`src/rtl/tcg_pkg.sv`:
```
// tcg_pkg: constants, types and helpers of the time code generator
// assumes a 125 MHz pclk and binary hh:mm:ss:ff fields
package tcg_pkg;
    // clock and hold-off step timing
    localparam int unsigned CLK_NS = 8;
    localparam int unsigned HOLDOFF_STEP_NS = 100_000_000;
    localparam logic [6:0] HOLDOFF_MAX = 7'h50; // 8.0 s in tenths
    localparam logic [6:0] HOLDOFF_RST = 7'h14; // 2.0 s in tenths
    // register byte offsets
    localparam logic [7:0] OFS_CTRL = 8'h00;
    localparam logic [7:0] OFS_HOLD = 8'h04;
    localparam logic [7:0] OFS_CMD = 8'h08;
    localparam logic [7:0] OFS_UVAL = 8'h0c;
    localparam logic [7:0] OFS_UBITS = 8'h10;
    localparam logic [7:0] OFS_STAT = 8'h14;
    localparam logic [7:0] OFS_GEN = 8'h18;
    localparam logic [7:0] OFS_RX = 8'h1c;
    localparam logic [7:0] OFS_STAMP = 8'h20;
    // field positions
    localparam int CTL_MODE_LSB = 0;
    localparam int CTL_RATE_LSB = 4;
    localparam int CTL_DROP = 6;
    localparam int CTL_PRE = 7;
    localparam int CTL_UBF_LSB = 8;
    localparam int CMD_RX = 0;
    localparam int CMD_CLR = 1;
    localparam int CMD_USER = 2;
    localparam int ST_LOCK = 3;
    localparam logic [2:0] UBF_LAST = 3'h6;
    localparam logic [2:0] UBF_LOCK_FIRST = 3'h4;
    localparam logic [31:0] RX_DASHES = 32'hffff_ffff;
    // counting limits
    localparam logic [4:0] HH_MAX = 5'h17;
    localparam logic [5:0] MS_MAX = 6'h3b;
    localparam logic [5:0] TEN_MIN = 6'h0a;
    localparam logic [4:0] DROP_SKIP = 5'h02;

    typedef enum logic [3:0] {
        M_OFF, M_CONTINUOUS_COUNT, M_RECORD_GATED_COUNT, M_SINGLE_REJAM_ON_CONNECT, M_DAILY_CLOCK_SEED,
        M_FOLLOW_EXTERNAL_CODE, M_FOLLOW_WITH_FLYWHEEL, M_EXTERNAL_TRIGGERED_CAPTURE, M_FLYWHEEL_TRIGGERED_CAPTURE
    } tcg_mode_t;
    typedef enum logic [1:0] {RATE_24, RATE_25, RATE_30} tcg_rate_t;
    typedef enum logic [1:0] {CAP_IDLE, CAP_PENDING, CAP_RECORDING} tcg_cap_t;
    typedef struct packed {
        logic [4:0] hh;
        logic [5:0] mm;
        logic [5:0] ss;
        logic [4:0] ff;
    } tcg_tc_t;
    typedef struct packed {
        tcg_mode_t mode;
        tcg_rate_t rate;
        logic drop;
        logic pre;
        logic [2:0] ubf;
        logic [6:0] hold;
        tcg_tc_t uval;
        logic [31:0] ubits;
        tcg_tc_t gen;
        tcg_tc_t last_rx;
        logic armed;
        logic p_rx;
        logic p_clr;
        logic p_user;
        logic p_tod;
        logic lock;
        tcg_cap_t cap;
        logic [23:0] presc;
        logic [6:0] tent;
        logic fopen;
        tcg_tc_t stamp;
        logic [31:0] rdata;
        logic serr;
    } tcg_st_t;
    localparam tcg_st_t ST_RST = '{mode: M_RECORD_GATED_COUNT, rate: RATE_30, hold: HOLDOFF_RST, armed: 1'b1,
        p_tod: 1'b1, cap: CAP_IDLE, default: '0};

    // highest frame number of a rate
    function automatic logic [4:0] frame_max(tcg_rate_t r);
        case (r)
            RATE_24: return 5'h17;
            RATE_25: return 5'h18;
            default: return 5'h1d;
        endcase
    endfunction

    // time code laid out one pair per byte
    function automatic logic [31:0] tc_word(tcg_tc_t t);
        return {3'h0, t.hh, 2'h0, t.mm, 2'h0, t.ss, 3'h0, t.ff};
    endfunction

    function automatic tcg_tc_t word_tc(logic [31:0] w);
        return '{hh: w[28:24], mm: w[21:16], ss: w[13:8], ff: w[4:0]};
    endfunction

    // legal code up to 23:59:59 and the last frame of the rate
    function automatic logic tc_ok(logic [31:0] w, tcg_rate_t r);
        return w[28:24] <= HH_MAX && w[21:16] <= MS_MAX && w[13:8] <= MS_MAX && w[4:0] <= frame_max(r)
            && w[31:29] == 3'h0 && w[23:22] == 2'h0 && w[15:14] == 2'h0 && w[7:5] == 3'h0;
    endfunction

    // one frame forward, skipping frames 00 and 01 of non-tenth minutes in skip mode
    function automatic tcg_tc_t tc_next(tcg_tc_t t, tcg_rate_t r, logic df);
        tcg_tc_t n;
        n = t;
        if (t.ff >= frame_max(r)) begin
            n.ff = 5'h00;
            if (t.ss >= MS_MAX) begin
                n.ss = 6'h00;
                if (t.mm >= MS_MAX) begin
                    n.mm = 6'h00;
                    n.hh = (t.hh >= HH_MAX) ? 5'h00 : t.hh + 5'h01;
                end else begin
                    n.mm = t.mm + 6'h01;
                end
                if (df && (n.mm % TEN_MIN) != 6'h00) begin
                    n.ff = DROP_SKIP;
                end
            end else begin
                n.ss = t.ss + 6'h01;
            end
        end else begin
            n.ff = t.ff + 5'h01;
        end
        return n;
    endfunction
endpackage

```
`src/rtl/tcg_core.sv`:
```
// tcg_core: time code generator, mode control and auto-record gating
// assumes frame_tick is a one-cycle pulse per frame of the internal reference,
// rx_* come from a time code reader in the pclk domain, registers over APB
//
// The placing of the registers and the APB register port were decided locally.
`timescale 1ns/1ns
`default_nettype none
module tcg_core #(
    parameter int unsigned TENTH_CYCLES = tcg_pkg::HOLDOFF_STEP_NS / tcg_pkg::CLK_NS
) (
    input wire logic pclk,
    input wire logic presetn,
    input wire logic psel,
    input wire logic penable,
    input wire logic pwrite,
    input wire logic [7:0] paddr,
    input wire logic [31:0] pwdata,
    input wire logic [3:0] pstrb,
    output logic [31:0] prdata,
    output logic pready,
    output logic pslverr,
    input wire logic frame_tick,
    input wire logic record_active,
    input wire logic rx_strobe,
    input wire logic rx_valid,
    input wire tcg_pkg::tcg_rate_t rx_rate,
    input wire tcg_pkg::tcg_tc_t rx_tc,
    input wire tcg_pkg::tcg_tc_t tod_value,
    input wire logic tod_reset,
    output tcg_pkg::tcg_tc_t gen_tc,
    output logic gen_blank,
    output logic rx_code_valid,
    output logic rec_request,
    output logic rec_pending,
    output logic preroll_capture,
    output logic file_open,
    output tcg_pkg::tcg_tc_t file_stamp,
    output tcg_pkg::tcg_rate_t file_rate,
    output logic file_drop,
    output logic [31:0] user_bits,
    output logic user_field_locked
);
    import tcg_pkg::*;

    tcg_st_t s_r;
    tcg_st_t s_nxt;
    logic setup;
    logic wr;
    logic rx_adv;
    logic rx_still;
    logic rx_load_ok;
    logic auto_md;
    logic fly_md;
    logic follow_md;
    logic adv;
    logic [31:0] wmerge;
    logic werr;
    logic [31:0] rd;

    // bus phases, constant ready, and read data and error from state
    assign setup = psel && !penable;
    assign wr = psel && penable && pwrite;
    assign pready = 1'b1;
    assign prdata = s_r.rdata;
    assign pslverr = s_r.serr;

    // received code classification
    assign rx_adv = rx_strobe && rx_valid && (rx_tc != s_r.last_rx);
    assign rx_still = rx_strobe && rx_valid && (rx_tc == s_r.last_rx);
    assign rx_load_ok = rx_strobe && rx_valid && (rx_rate == s_r.rate || rx_tc.ff == 5'h00);
    assign auto_md = s_r.mode == M_EXTERNAL_TRIGGERED_CAPTURE || s_r.mode == M_FLYWHEEL_TRIGGERED_CAPTURE;
    assign fly_md = s_r.mode == M_FOLLOW_WITH_FLYWHEEL || s_r.mode == M_FLYWHEEL_TRIGGERED_CAPTURE;
    assign follow_md = auto_md || fly_md || s_r.mode == M_FOLLOW_EXTERNAL_CODE;

    // outputs straight from state, rx_code_valid straight from rx_valid
    assign gen_tc = s_r.gen;
    assign gen_blank = s_r.mode == M_OFF;
    assign rx_code_valid = rx_valid;
    assign rec_request = s_r.cap == CAP_RECORDING;
    assign rec_pending = s_r.cap == CAP_PENDING;
    assign preroll_capture = s_r.pre && s_r.mode != M_RECORD_GATED_COUNT && (!auto_md || s_r.cap != CAP_IDLE);
    assign file_open = s_r.fopen;
    assign file_stamp = s_r.stamp;
    assign file_rate = s_r.rate;
    assign file_drop = s_r.drop;
    assign user_bits = s_r.ubits;
    assign user_field_locked = s_r.lock;

    // register decode: merged write value, refusal and read value
    always_comb begin
        logic [31:0] old;
        old = 32'h0;
        werr = 1'b0;
        rd = 32'h0;
        case (paddr)
            OFS_CTRL: old = {21'h0, s_r.ubf, s_r.pre, s_r.drop, s_r.rate, s_r.mode};
            OFS_HOLD: old = {25'h0, s_r.hold};
            OFS_UVAL: old = tc_word(s_r.uval);
            OFS_UBITS: old = s_r.ubits;
            default: old = 32'h0;
        endcase
        for (int b = 0; b < 4; b++) begin
            wmerge[b*8 +: 8] = pstrb[b] ? pwdata[b*8 +: 8] : old[b*8 +: 8];
        end
        case (paddr)
            OFS_CTRL: begin
                rd = old;
                werr = wmerge[CTL_MODE_LSB +: 4] > 4'(M_FLYWHEEL_TRIGGERED_CAPTURE)
                    || wmerge[CTL_RATE_LSB +: 2] > 2'(RATE_30) || wmerge[CTL_UBF_LSB +: 3] > UBF_LAST;
            end
            OFS_HOLD: begin
                rd = old;
                werr = wmerge[6:0] > HOLDOFF_MAX;
            end
            OFS_CMD: rd = {29'h0, s_r.p_user, s_r.p_clr, s_r.p_rx};
            OFS_UVAL: begin
                rd = old;
                werr = !tc_ok(wmerge, s_r.rate);
            end
            OFS_UBITS: begin
                rd = old;
                werr = s_r.ubf >= UBF_LOCK_FIRST;
            end
            OFS_STAT: rd = {27'h0, s_r.mode == M_OFF, s_r.lock, rx_valid, rec_pending, rec_request};
            OFS_GEN: rd = tc_word(s_r.gen);
            OFS_RX: rd = rx_valid ? tc_word(rx_tc) : RX_DASHES;
            OFS_STAMP: rd = tc_word(s_r.stamp);
            default: werr = 1'b1;
        endcase
        if (!pwrite && paddr > OFS_STAMP) begin
            werr = 1'b1;
        end else if (!pwrite) begin
            werr = 1'b0;
        end
    end

    // next state: bus writes, pending loads, generator and capture control
    always_comb begin
        s_nxt = s_r;
        s_nxt.fopen = 1'b0;
        adv = 1'b0;
        if (setup) begin
            s_nxt.rdata = rd;
            s_nxt.serr = werr;
        end
        // generator advance per mode
        case (s_r.mode)
            M_OFF: adv = 1'b0;
            M_CONTINUOUS_COUNT, M_SINGLE_REJAM_ON_CONNECT, M_DAILY_CLOCK_SEED: adv = frame_tick;
            M_RECORD_GATED_COUNT: adv = frame_tick && record_active;
            // valid code is followed at its strobes; own count runs at a differing rate outside an idle capture mode, or on loss in the flywheel modes only
            default: adv = frame_tick && (rx_valid ? !rx_load_ok && rx_rate != s_r.rate
                && !(auto_md && s_r.cap == CAP_IDLE) : fly_md);
        endcase
        if (s_r.mode == M_OFF) begin
            s_nxt.gen = s_r.gen;
        end else if (frame_tick && s_r.p_clr) begin
            s_nxt.gen = '0;
            s_nxt.p_clr = 1'b0;
        end else if (frame_tick && s_r.p_user) begin
            s_nxt.gen = s_r.uval;
            s_nxt.p_user = 1'b0;
        end else if (frame_tick && s_r.p_tod && s_r.mode == M_DAILY_CLOCK_SEED) begin
            s_nxt.gen = tod_value;
            s_nxt.p_tod = 1'b0;
        end else if (s_r.p_rx && rx_load_ok) begin
            s_nxt.gen = rx_tc;
            s_nxt.p_rx = 1'b0;
        end else if (s_r.mode == M_SINGLE_REJAM_ON_CONNECT && s_r.armed && rx_adv && rx_load_ok) begin
            s_nxt.gen = rx_tc;
            s_nxt.armed = 1'b0;
        end else if (follow_md && rx_load_ok) begin
            s_nxt.gen = rx_tc;
        end else if (adv) begin
            s_nxt.gen = tc_next(s_r.gen, s_r.rate, s_r.drop);
        end
        if (!rx_valid) begin
            s_nxt.armed = 1'b1;
        end
        if (rx_strobe && rx_valid) begin
            s_nxt.last_rx = rx_tc;
        end
        if (tod_reset) begin
            s_nxt.p_tod = 1'b1;
        end
        // capture sequencing with hold-off
        case (s_r.cap)
            CAP_IDLE: begin
                if (auto_md && rx_adv) begin
                    s_nxt.cap = CAP_PENDING;
                    s_nxt.presc = '0;
                    s_nxt.tent = '0;
                end
            end
            CAP_PENDING: begin
                if (rx_still || !rx_valid) begin
                    s_nxt.cap = CAP_IDLE;
                end else if (s_r.tent >= s_r.hold) begin
                    s_nxt.cap = CAP_RECORDING;
                    s_nxt.fopen = 1'b1;
                    s_nxt.stamp = '{hh: s_r.gen.hh, mm: s_r.gen.mm, ss: s_r.gen.ss,
                        ff: s_r.drop ? DROP_SKIP : 5'h00};
                end else if (s_r.presc == 24'(TENTH_CYCLES - 1)) begin
                    s_nxt.presc = '0;
                    s_nxt.tent = s_r.tent + 7'h01;
                end else begin
                    s_nxt.presc = s_r.presc + 24'h1;
                end
            end
            CAP_RECORDING: begin
                if (rx_still || (!rx_valid && !fly_md)) begin
                    s_nxt.cap = CAP_IDLE;
                end
            end
            default: s_nxt.cap = CAP_IDLE;
        endcase
        if (!auto_md) begin
            s_nxt.cap = CAP_IDLE;
        end
        // register writes at the access edge, set wins over apply
        if (wr && !werr) begin
            case (paddr)
                OFS_CTRL: begin
                    s_nxt.mode = tcg_mode_t'(wmerge[CTL_MODE_LSB +: 4]);
                    s_nxt.rate = tcg_rate_t'(wmerge[CTL_RATE_LSB +: 2]);
                    s_nxt.drop = wmerge[CTL_DROP];
                    s_nxt.pre = wmerge[CTL_PRE];
                    s_nxt.ubf = wmerge[CTL_UBF_LSB +: 3];
                end
                OFS_HOLD: s_nxt.hold = wmerge[6:0];
                OFS_CMD: begin
                    s_nxt.p_rx = s_nxt.p_rx || (pstrb[0] && pwdata[CMD_RX]);
                    s_nxt.p_clr = s_nxt.p_clr || (pstrb[0] && pwdata[CMD_CLR]);
                    s_nxt.p_user = s_nxt.p_user || (pstrb[0] && pwdata[CMD_USER]);
                end
                OFS_UVAL: s_nxt.uval = word_tc(wmerge);
                OFS_UBITS: s_nxt.ubits = wmerge;
                OFS_STAT: begin
                    if (pstrb[0] && pwdata[ST_LOCK]) begin
                        s_nxt.lock = 1'b0;
                    end
                end
                default: s_nxt.lock = s_nxt.lock;
            endcase
        end
        if (wr && paddr == OFS_UBITS && werr) begin
            s_nxt.lock = 1'b1;
        end
    end

    // state register
    always_ff @(posedge pclk or negedge presetn) begin
        if (!presetn) begin
            s_r <= ST_RST;
        end else begin
            s_r <= s_nxt;
        end
    end
endmodule
`default_nettype wire

```
`config.mk`:
```
export PLATFORM = sky130hd
export DESIGN_NAME = tcg_core
export DESIGN_NICKNAME = d
export VERILOG_FILES = /design/src/rtl/tcg_pkg.sv /design/src/rtl/tcg_core.sv
export SDC_FILE = /design/constraint.sdc
export NUM_CORES = 1
export LEC_CHECK = 0
export BUFFER_PORTS_ARGS = -buffer_cell sky130_fd_sc_hd__buf_2
export CAP_MARGIN = 20
export CELL_PAD_IN_SITES_DETAIL_PLACEMENT = 0
export CELL_PAD_IN_SITES_GLOBAL_PLACEMENT = 1
export CORE_UTILIZATION = 43
export CTS_BUF_LIST = sky130_fd_sc_hd__clkbuf_8 sky130_fd_sc_hd__clkbuf_16
export DETAILED_ROUTE_END_ITERATION = 16
export PLACE_DENSITY_LB_ADDON = 0.25
export RECOVER_POWER = 50
export SETUP_SLACK_MARGIN = 0.4
export SLEW_MARGIN = 20
export SYNTH_ARGS = -nofsm -noshare
export SYNTH_HDL_FRONTEND = slang
export SYNTH_SLANG_ARGS = --single-unit
```
`constraint.sdc`:
```
create_clock -name pclk -period 4.43 [get_ports pclk]
set_input_delay 0.443 -clock pclk [delete_from_list [all_inputs] [get_ports pclk]]
set_output_delay 0.443 -clock pclk [all_outputs]
set_load 0.02 [all_outputs]
```
* Yosys cells after proc, flatten, opt, wreduce, memory -nomap -nowiden *
Cells that the tools add are included.

storage, ports and cells
  bits in registers = 211
  output and inout port bits = 120
  word-level logic and storage cells = 283
  bits of input ports = 100

cells by class
  bitwise operators = 2
  reductions and logical operators = 101
  order comparisons = 15
  muxes and demuxes = 82
  equal/unequal tests = 41
  div/mod/pow operators = 1
  add/subtract/negate cells = 6

operators by type and width
  operator                                                               number
  32-bit one-hot mux with 6 select lines                                 1
  22-bit 2-to-1 mux                                                      7
  32-bit one-hot mux with 4 select lines                                 1
  6-bit 2-to-1 mux                                                       12
  5-bit 2-to-1 mux                                                       14
  31-bit one-hot mux with 2 select lines                                 1
  54-bit 2-to-1 mux                                                      1
  23-bit 2-to-1 mux                                                      2
  1-bit logical AND                                                      41
  33-bit 2-to-1 mux                                                      1
  8-bit by 5-bit equality test with 1-bit output, second input constant  4
  32-bit 2-to-1 mux                                                      1
  8-bit 2-to-1 mux                                                       4
  31-bit 2-to-1 mux                                                      1
  7-bit nonzero test                                                     4
  24-bit by 1-bit adder with 24-bit output, second input constant        1
  24-bit equality test, second input constant                            1
  24-bit 2-to-1 mux                                                      1
  22-bit equality test                                                   1
  22-bit inequality test                                                 1
  2-bit 2-to-1 mux                                                       10
  2-bit inequality test, second input constant                           10
  17-bit 2-to-1 mux                                                      1
  4-bit by 3-bit equality test with 1-bit output, second input constant  4
  other kinds (56)                                                       123

* Longest topological paths before layout *
Gate-level depths: netlist of the first run.

  word-level depth = 40
  depth in mapped cells = 18
  mapped depth without buffers = 14

* Worst setup path after synthesis of the first run *
Ideal clock, no wire load.

  path type = in2reg
  from = in paddr[2]
  to = reg s_r, in the netlist file_drop
  arrival time = 3613 ps
  required time = 4305 ps
  stages = 16
  setup slack = 692 ps
  buffers on the path = 2
  setup time = 125 ps
  path through = buf_6 > mux2_2 > a22oi_1 > o32ai_1 > a22oi_1 > inv_1 > ha_1 > a21oi_1 > o21ai_0 > a311oi_1 > nand3_1 > o31ai_4 > nand3_4 > nor4_4 > buf_6 > mux2_4

between the ends
  elaborated cells on any way between the ends = 45
  classes of those cells = order compare: 9; eq/ne: 8; mux: 8; reduce/logical: 20

RTL lines
  item                                                                          RTL line         text
  start, declared                                                               tcg_core.sv:16   input wire logic [7:0] paddr,
  8-bit by 5-bit equality test with 1-bit output, or another cell as far along  tcg_core.sv:95   case (paddr)
  32-bit one-hot mux with 4 select lines *                                      tcg_core.sv:95
  8-bit 2-to-1 mux *                                                            tcg_core.sv:103  wmerge[b*8 +: 8] = pstrb[b] ? pwdata[b*8 +: 8] : old[b*8 +: 8];
  net wmerge[3]                                                                 tcg_core.sv:56   logic [31:0] wmerge;
  5-bit less-or-equal comparator                                                tcg_pkg.sv:98    return w[28:24] <= HH_MAX && w[21:16] <= MS_MAX && w[13:8] <= MS_MAX && w[4:0] <= frame_max(r)
  1-bit logical AND                                                             tcg_pkg.sv:98
  1-bit logical AND (4 in a row)                                                tcg_pkg.sv:99    && w[31:29] == 3'h0 && w[23:22] == 2'h0 && w[15:14] == 2'h0 && w[7:5] == 3'h0;
  1-bit logical NOT                                                             tcg_core.sv:118  werr = !tc_ok(wmerge, s_r.rate);
  1-bit one-hot mux with 5 select lines *                                       tcg_core.sv:105  case (paddr)
  1-bit 2-to-1 mux *                                                            tcg_core.sv:132  end else if (!pwrite) begin
  1-bit 2-to-1 mux *                                                            tcg_core.sv:130  if (!pwrite && paddr > OFS_STAMP) begin
  1-bit logical NOT *                                                           tcg_core.sv:221  if (wr && !werr) begin
  1-bit logical AND *                                                           tcg_core.sv:221
  2-bit AND reduction (no line) *                                               -
  end signal, assigned                                                          tcg_core.sv:256  s_r <= s_nxt;
  end, declared                                                                 tcg_core.sv:45   tcg_st_t s_r;

Mark *: on every way through the listed nets, which the timed path passes. The rest lies on a longest branch.
A chain may end at the register's enable or synchronous reset.

* Final worst setup path of the first run *
  from = reg s_r[210] (netlist bit)
  to = reg s_r, in the netlist file_drop

between the ends
  longest elaborated chain between the ends = 15
  elaborated cells on any way between the ends = 19
  classes of those cells = order compare: 3; mux: 5; reduce/logical: 11

ends and longest elaborated chain
  item                                      RTL line
  32-bit one-hot mux with 4 select lines *  tcg_core.sv:95
  8-bit 2-to-1 mux *                        tcg_core.sv:103
  net wmerge[3]                             tcg_core.sv:56
  5-bit less-or-equal comparator            tcg_pkg.sv:98
  1-bit logical AND                         tcg_pkg.sv:98
  1-bit logical AND (4 in a row)            tcg_pkg.sv:99
  1-bit logical NOT                         tcg_core.sv:118
  1-bit one-hot mux with 5 select lines *   tcg_core.sv:105
  1-bit 2-to-1 mux *                        tcg_core.sv:132
  1-bit 2-to-1 mux *                        tcg_core.sv:130
  1-bit logical NOT *                       tcg_core.sv:221
  1-bit logical AND *                       tcg_core.sv:221
  2-bit AND reduction (no line) *           -

Marked as above.

==> run metrics, run 1 <==
Avg WL per Cell=about 23 um; crit-path max cell delay=around 0.4 ns; antenna viol nets, final=0; area of the multi-input gates=6540 sq um; DR vias=roughly 11k; crit path time final=roughly 3.8 ns; Final Wtd Congestion=between 0.8 and 0.9; Num CTS Buffers=25; slowest CP cell=nor4_4; Final Hold Viols=0; synth unique cells=about 100; worst hold slack=roughly 0.16 ns; HP Class=input port to flip-flop; skew final=about 0.016 ns; most common cell after layout, fill and taps aside=dfrtp_1; DP HPWL=32,600 um; fmax=approximately 0.26 GHz; total gr overflow=0; Layout Nets=roughly 1.6k; drt pass-1 iters=5; leakage=~0.0070 uW; Critical Path Source Type=flip-flop; top cell type by total area after synthesis=dfrtp_1; DR vias/cell=about 5.8; RSZ-0062 raised after global routing=false; flops & latches, synth=~210; Post-synth EDFFs=0; DRC=0; failing checks=max-capacitance violations, max-slew violations; Seq. cell area=between 5000 and 6000 sq um; Critical Path End Type=flip-flop; WP data arrival=around 4.2 ns; Critical Path RT=roughly 4.8 ns; worst-margin pin slew=2.46 ns; top_reg_cell synth=dfrtp_1; Async SR Flop Fraction=1.00; sequential element share of the synthesized area=0.394; hold buffers post-CTS=0; Max Cap Violations=5; Die Span Y=about 180 um; CTS Buffer Depth=3; Synth Instances=between 1k and 1.5k; Synth warnings=0; Initial Util=0.441; largest net degree at the start of global routing=92; status=finished with violations; fillers=2,922; critical path buffer and inverter count=2; CTS tree=built; Top Ports=220; Core Box Area=about 30,000 sq um; Root Buffer=clkbuf_16; Max-slew headroom=-0.637; setup TNS=0 ns; gr usage total=0.273; final wirelength=between 40,000 and 50,000 um; Core Util, Final=0.488; DRT iter0 DRCs=810; Max FO, Critical Path=5; Final Setup Violations=0; Mean Syn Cell Area=9.35 sq um; Die ar.=approximately 31,000 sq um; synth top area cells=dfrtp_1 (38%), buf_4 (6.7%), mux2_2 (6.5%); CP Cell Sequence=mux2_2 > a22oi_2 > o32ai_2 > a22oi_2 > inv_2 > ha_1 > a21oi_1 > o21ai_0 > a311oi_1 > nand3_1 > o31ai_4 > nand3_4 > nor4_4 > buf_4 > mux2_4; Die X-Extent=177 um; vias in the first global route=around 11k; share of cells above drive strength 1=0.260; Final Max Tran Viols=around 230; Worst VDD drop=between 0.0002 and 0.0003 V; clk sinks=207; Worst-path clk slew=0.06 ns; first-pass GRT wire length=~65,000 um; input/output buffers=~210; delay-heaviest family, CP=compound AO/OA/AOI/OAI gates; period utilization=0.863; share of the synthesized area in the top cell type=0.382; Area Overhead vs Synth=10.7%; initial antenna violation count=2; Crit path top cell by count=a22oi_2; Netlist Area Pre-Place=~13,000 sq um; Setup Crit Path Kind=flip-flop to flip-flop; commonest non-fill, non-tap cells in the layout=dfrtp_1 (200), buf_2 (177), o21ai_0 (132); Clock Latency Late Sink=roughly 0.53 ns; num rows=63; pwr dens=317 nW/um^2; Clock H-tree levels=1
## layout make-up
cell class	instances	area share
inverter	50	0.0129
timing repair buffer	252	0.0888
clock inverter	16	0.0122
antenna	1	0.000172
tap	390	0.0335
clock buffer	30	0.0477
sequential	207	0.356
multi-input combinational	961	0.449
## kinds of logic after synthesis
| family | Yosys count | synth area share |
|---|---|---|
| other cells | 2 | 0.000571 |
| xor+xnor | 46 | 0.0306 |
| compound gates | 406 | 0.202 |
| fa+ha+maj | 22 | 0.0209 |
| buf+inv | 242 | 0.112 |
| flops | 207 | 0.394 |
| mux | 97 | 0.0852 |
| simple gates | 385 | 0.155 |
## state kept, by name (all words and copies together), names as in the netlist
name / flops
file_drop: 1
file_open: 1
file_rate: 2
file_stamp: 18
gen_tc: 22
prdata: 32
pslverr: 1
s_r: 97
user_bits: 32
user_field_locked: 1
## per-stage QoR
stage	setup slack (ns)	cells	total power [uW]	cell area (sq um)
after floorplan	0.692	1410	2300	13200
final	0.608	1907	4620	14600
after global routing	0.352	1906	4780	14600
after global placement	0.252	1857	2480	13700
after detailed placement	0.136	1857	2490	13700
after CTS	0.520	1903	4660	14600
## layer usage
layer	global-route usage	vias up	wire length, um
li1	-	5146	-
met1	0.379	5499	19000
met2	0.437	389	20200
met3	0.0350	67	2380
met4	0.0941	0	1460
met5	0	-	0
## worst paths after layout
| path | cells past startpoint | end | startpoint | slack [ns] |
|---|---|---|---|---|
| max in group asynchronous | 2 | s_r[57] | presetn | 1.13 |
| hold / removal | 2 | s_r[90] | tod_reset | 0.16 |
| min in group asynchronous | 1 | s_r[115] | presetn | 0.64 |
| setup / recovery | 15 | file_drop | s_r[210] | 0.61 |
| hold reg to reg | 2 | prdata[20] | prdata[20] | 0.47 |
| setup reg to reg | 15 | file_drop | s_r[210] | 0.61 |
## where the power goes
part	switching [uW]	internal, uW
Clock	826	1340
Sequential	58.2	1960
Combinational	291	147
## repair_timing
| action | 4_1_cts | 5_1_grt |
|---|---|---|
| setup endpoints to repair | 0 | 15 |
| buffers inserted | 0 | 2 |
| gates resized for setup | 0 | 8 |
## synthesized netlist by cell type, types with 27 or more instances
cell type	instances
dfrtp_1	201
o21ai_0	132
buf_4	118
nand2_1	112
nor2_1	91
a21oi_1	85
mux2_2	76
clkbuf_1	51
inv_1	50
xor2_1	39
nand3_1	38
a21o_1	27
Power figures use the tool's default switching activity.
==> run 2, diff against run 1 <==
--- a/config.mk
+++ b/config.mk
@@ -10,7 +10,7 @@
 export CELL_PAD_IN_SITES_DETAIL_PLACEMENT = 0
 export CELL_PAD_IN_SITES_GLOBAL_PLACEMENT = 1
 export CORE_UTILIZATION = 43
-export CTS_BUF_LIST = sky130_fd_sc_hd__clkbuf_8 sky130_fd_sc_hd__clkbuf_16
+export CTS_BUF_LIST = sky130_fd_sc_hd__clkbuf_4
 export DETAILED_ROUTE_END_ITERATION = 16
 export PLACE_DENSITY_LB_ADDON = 0.25
 export RECOVER_POWER = 50
==> run 2 against run 1 <==
Effect of this change: the flow still finishes with violations (max-capacitance violations, max-slew violations); register-to-register slack about the same; routed wire length grew 0.74%; cell count is 4.0% higher; sequential power about the same; sequential share of layout area barely moved; critical path type unchanged; sequential cell count stayed put; combinational power increased by 1%; largest cell class unchanged; via count up 2.3%; total power is 6.8% lower; first-iteration DRC count grew 6.4%.
==> run metrics, run 2 (synthesized netlist as in run 1, its figures left out) <==
Layout Nets=1,664 (was 1,619); Root Buffer=clkbuf_4 (was clkbuf_16); Final Max Tran Viols=169 (was 234); share of cells above drive strength 1=0.287 (was 0.260); Max-slew headroom=-0.653 (was -0.637); Post-Layout Cell Count=1,984 (was 1,907); Die ar.=31,300 sq um (unchanged); Top Ports=220 (unchanged); most common cell after layout, fill and taps aside=dfrtp_1 (unchanged); gr usage total=0.277 (was 0.273); num rows=63 (unchanged); Critical Path RT=5.03 ns (was 4.83 ns); Initial Util=0.441 (unchanged); RSZ-0062 raised after global routing=false (unchanged); total gr overflow=0 (unchanged); pwr dens=296 nW/um^2 (was 317 nW/um^2); Worst-path clk slew=0.06 ns (about the same); R2R setup slack=0.61 ns (about the same); input/output buffers=214 (unchanged); antenna viol nets, final=0 (unchanged); DR vias/cell=5.72 (was 5.82); Final Wtd Congestion=0.875 (unchanged); vias in the first global route=11.0k (was 10.6k); Die X-Extent=177 um (unchanged); Worst VDD drop=0.000200 V (was 0.000251 V); Top reg by flops=s_r (unchanged); DP HPWL=32,600 um (unchanged); number of flip-flops in the largest register=97 (unchanged); Setup Crit Path Kind=flip-flop to flip-flop (unchanged); CTS tree=built (unchanged); HP Class=input port to flip-flop (unchanged); Core Util, Final=0.488 (about the same); status=finished with violations (unchanged); failing checks=max-capacitance violations, max-slew violations (unchanged); DR vias=11.4k (was 11.1k); final wirelength=43,400 um (was 43,100 um); skew final=0.0340 ns (was 0.0162 ns); DRT iter0 DRCs=862 (was 810); commonest non-fill, non-tap cells in the layout=dfrtp_1 (201), buf_2 (185), o21ai_0 (132) (was dfrtp_1 (200), buf_2 (177), o21ai_0 (132)); Core Box Area=29,900 sq um (unchanged); Num CTS Buffers=61 (was 25); Final Hold Viols=0 (unchanged); dpl cells=1,857 (unchanged); worst-margin pin slew=2.48 ns (was 2.46 ns); Clock Latency Late Sink=0.71 ns (was 0.53 ns); Critical Path Source Type=flip-flop (unchanged); Die Span Y=177 um (unchanged); Critical Path End Type=flip-flop (unchanged); setup TNS=0 ns (unchanged); first-pass GRT wire length=65,700 um (was 65,000 um); Area Overhead vs Synth=10.7% (about the same); Max Cap Violations=3 (was 5); WP data arrival=4.41 ns (was 4.22 ns); crit path time final=3.82 ns (about the same); Avg WL per Cell=21.9 um (was 22.6 um); Clock H-tree levels=2 (was 1); CTS Buffer Depth=3 (unchanged); Max FO, Critical Path=11 (was 5); initial antenna violation count=2 (unchanged); Final Setup Violations=0 (unchanged); drt pass-1 iters=5 (unchanged); DRC=0 (unchanged); clk sinks=207 (unchanged); largest net degree at the start of global routing=92 (unchanged); leakage=0.00711 uW (was 0.00702 uW); fmax=0.262 GHz (about the same); period utilization=0.862 (was 0.863)
## run 2: cell types whose count changed in the layout (fill, tap and decap cells not counted), moves of 5 or more
cell and change:
buf_2 +8, inv_1 -6, clkbuf_16 -25, clkbuf_8 -5, clkinv_1 +11, clkbuf_4 +95, clkbuf_1 -8, dlygate4sd3_1 +11
## run 2: timing repair
item | CTS | global route
buffers inserted | 0 | 1
setup endpoints to repair | 0 | 12
hold endpoints to repair | 95 | 0
resized for setup | 0 | 1
hold buffers | 11 | 0
## run 2: routing by layer
metal | vias up | routed length (um) | track usage
met2 | 411 | 20500 | 0.445
met1 | 5577 | 19100 | 0.375
met3 | 80 | 2570 | 0.0477
met4 | 0 | 1240 | 0.0945
met5 | - | 0 | 0
li1 | 5284 | - | -
## run 2: final timing paths
| check | start | to | depth (start not counted) |
|---|---|---|---|
| worst min-delay path | rx_tc[15] | s_r[110] | 3 |
| worst max-delay path | s_r[196] | s_r[200] | 15 |
| worst min register to register | prdata[20] | prdata[20] | 2 |
| max in group asynchronous | presetn | user_bits[16] | 3 |
| min in group asynchronous | presetn | s_r[77] | 2 |
| worst max register to register | s_r[196] | s_r[200] | 15 |
## run 2: power by group
part / switching, uW / internal [uW]
Sequential: 57.7 / 1950
Combinational: 291 / 153
Clock: 877 / 972
Total: 1230 / 3080
## run 2: stage by stage
step	setup slack, ns	hold slack, ns	cell area (sq um)	total power [uW]
2_1_floorplan	0.692	0.147	13200	2300
3_3_place_gp	0.252	0.459	13700	2480
3_5_place_dp	0.136	0.465	13700	2490
4_1_cts	0.549	0.0193	14600	4360
5_1_grt	0.403	0.0470	14600	4510
6_report	0.613	0.0589	14600	4310
## run 2: final cells by class
cell class	instances	area, sq um
Sequential cell	207	5190
Inverter	50	188
Clock inverter	18	76.3
Timing Repair Buffer	261	1390
Tap cell	390	488
Antenna cell	2	5.00
Multi-Input combinational cell	961	6510
Clock buffer	95	713
Fill cell	2984	15300
## run 2: worst max-delay path, cell delays in order (launching register included)
cell and delay [ns]:
dfrtp_1 0.39, mux2_2 0.27, a22oi_1 0.17, o32ai_1 0.14
a22oi_1 0.22, inv_1 0.18, ha_1 0.36, a21oi_1 0.14
o21ai_0 0.10, a311oi_1 0.35, nand3_1 0.18, o31ai_4 0.28
nand3_4 0.19, nor4_4 0.18, buf_6 0.23, mux2_2 0.35
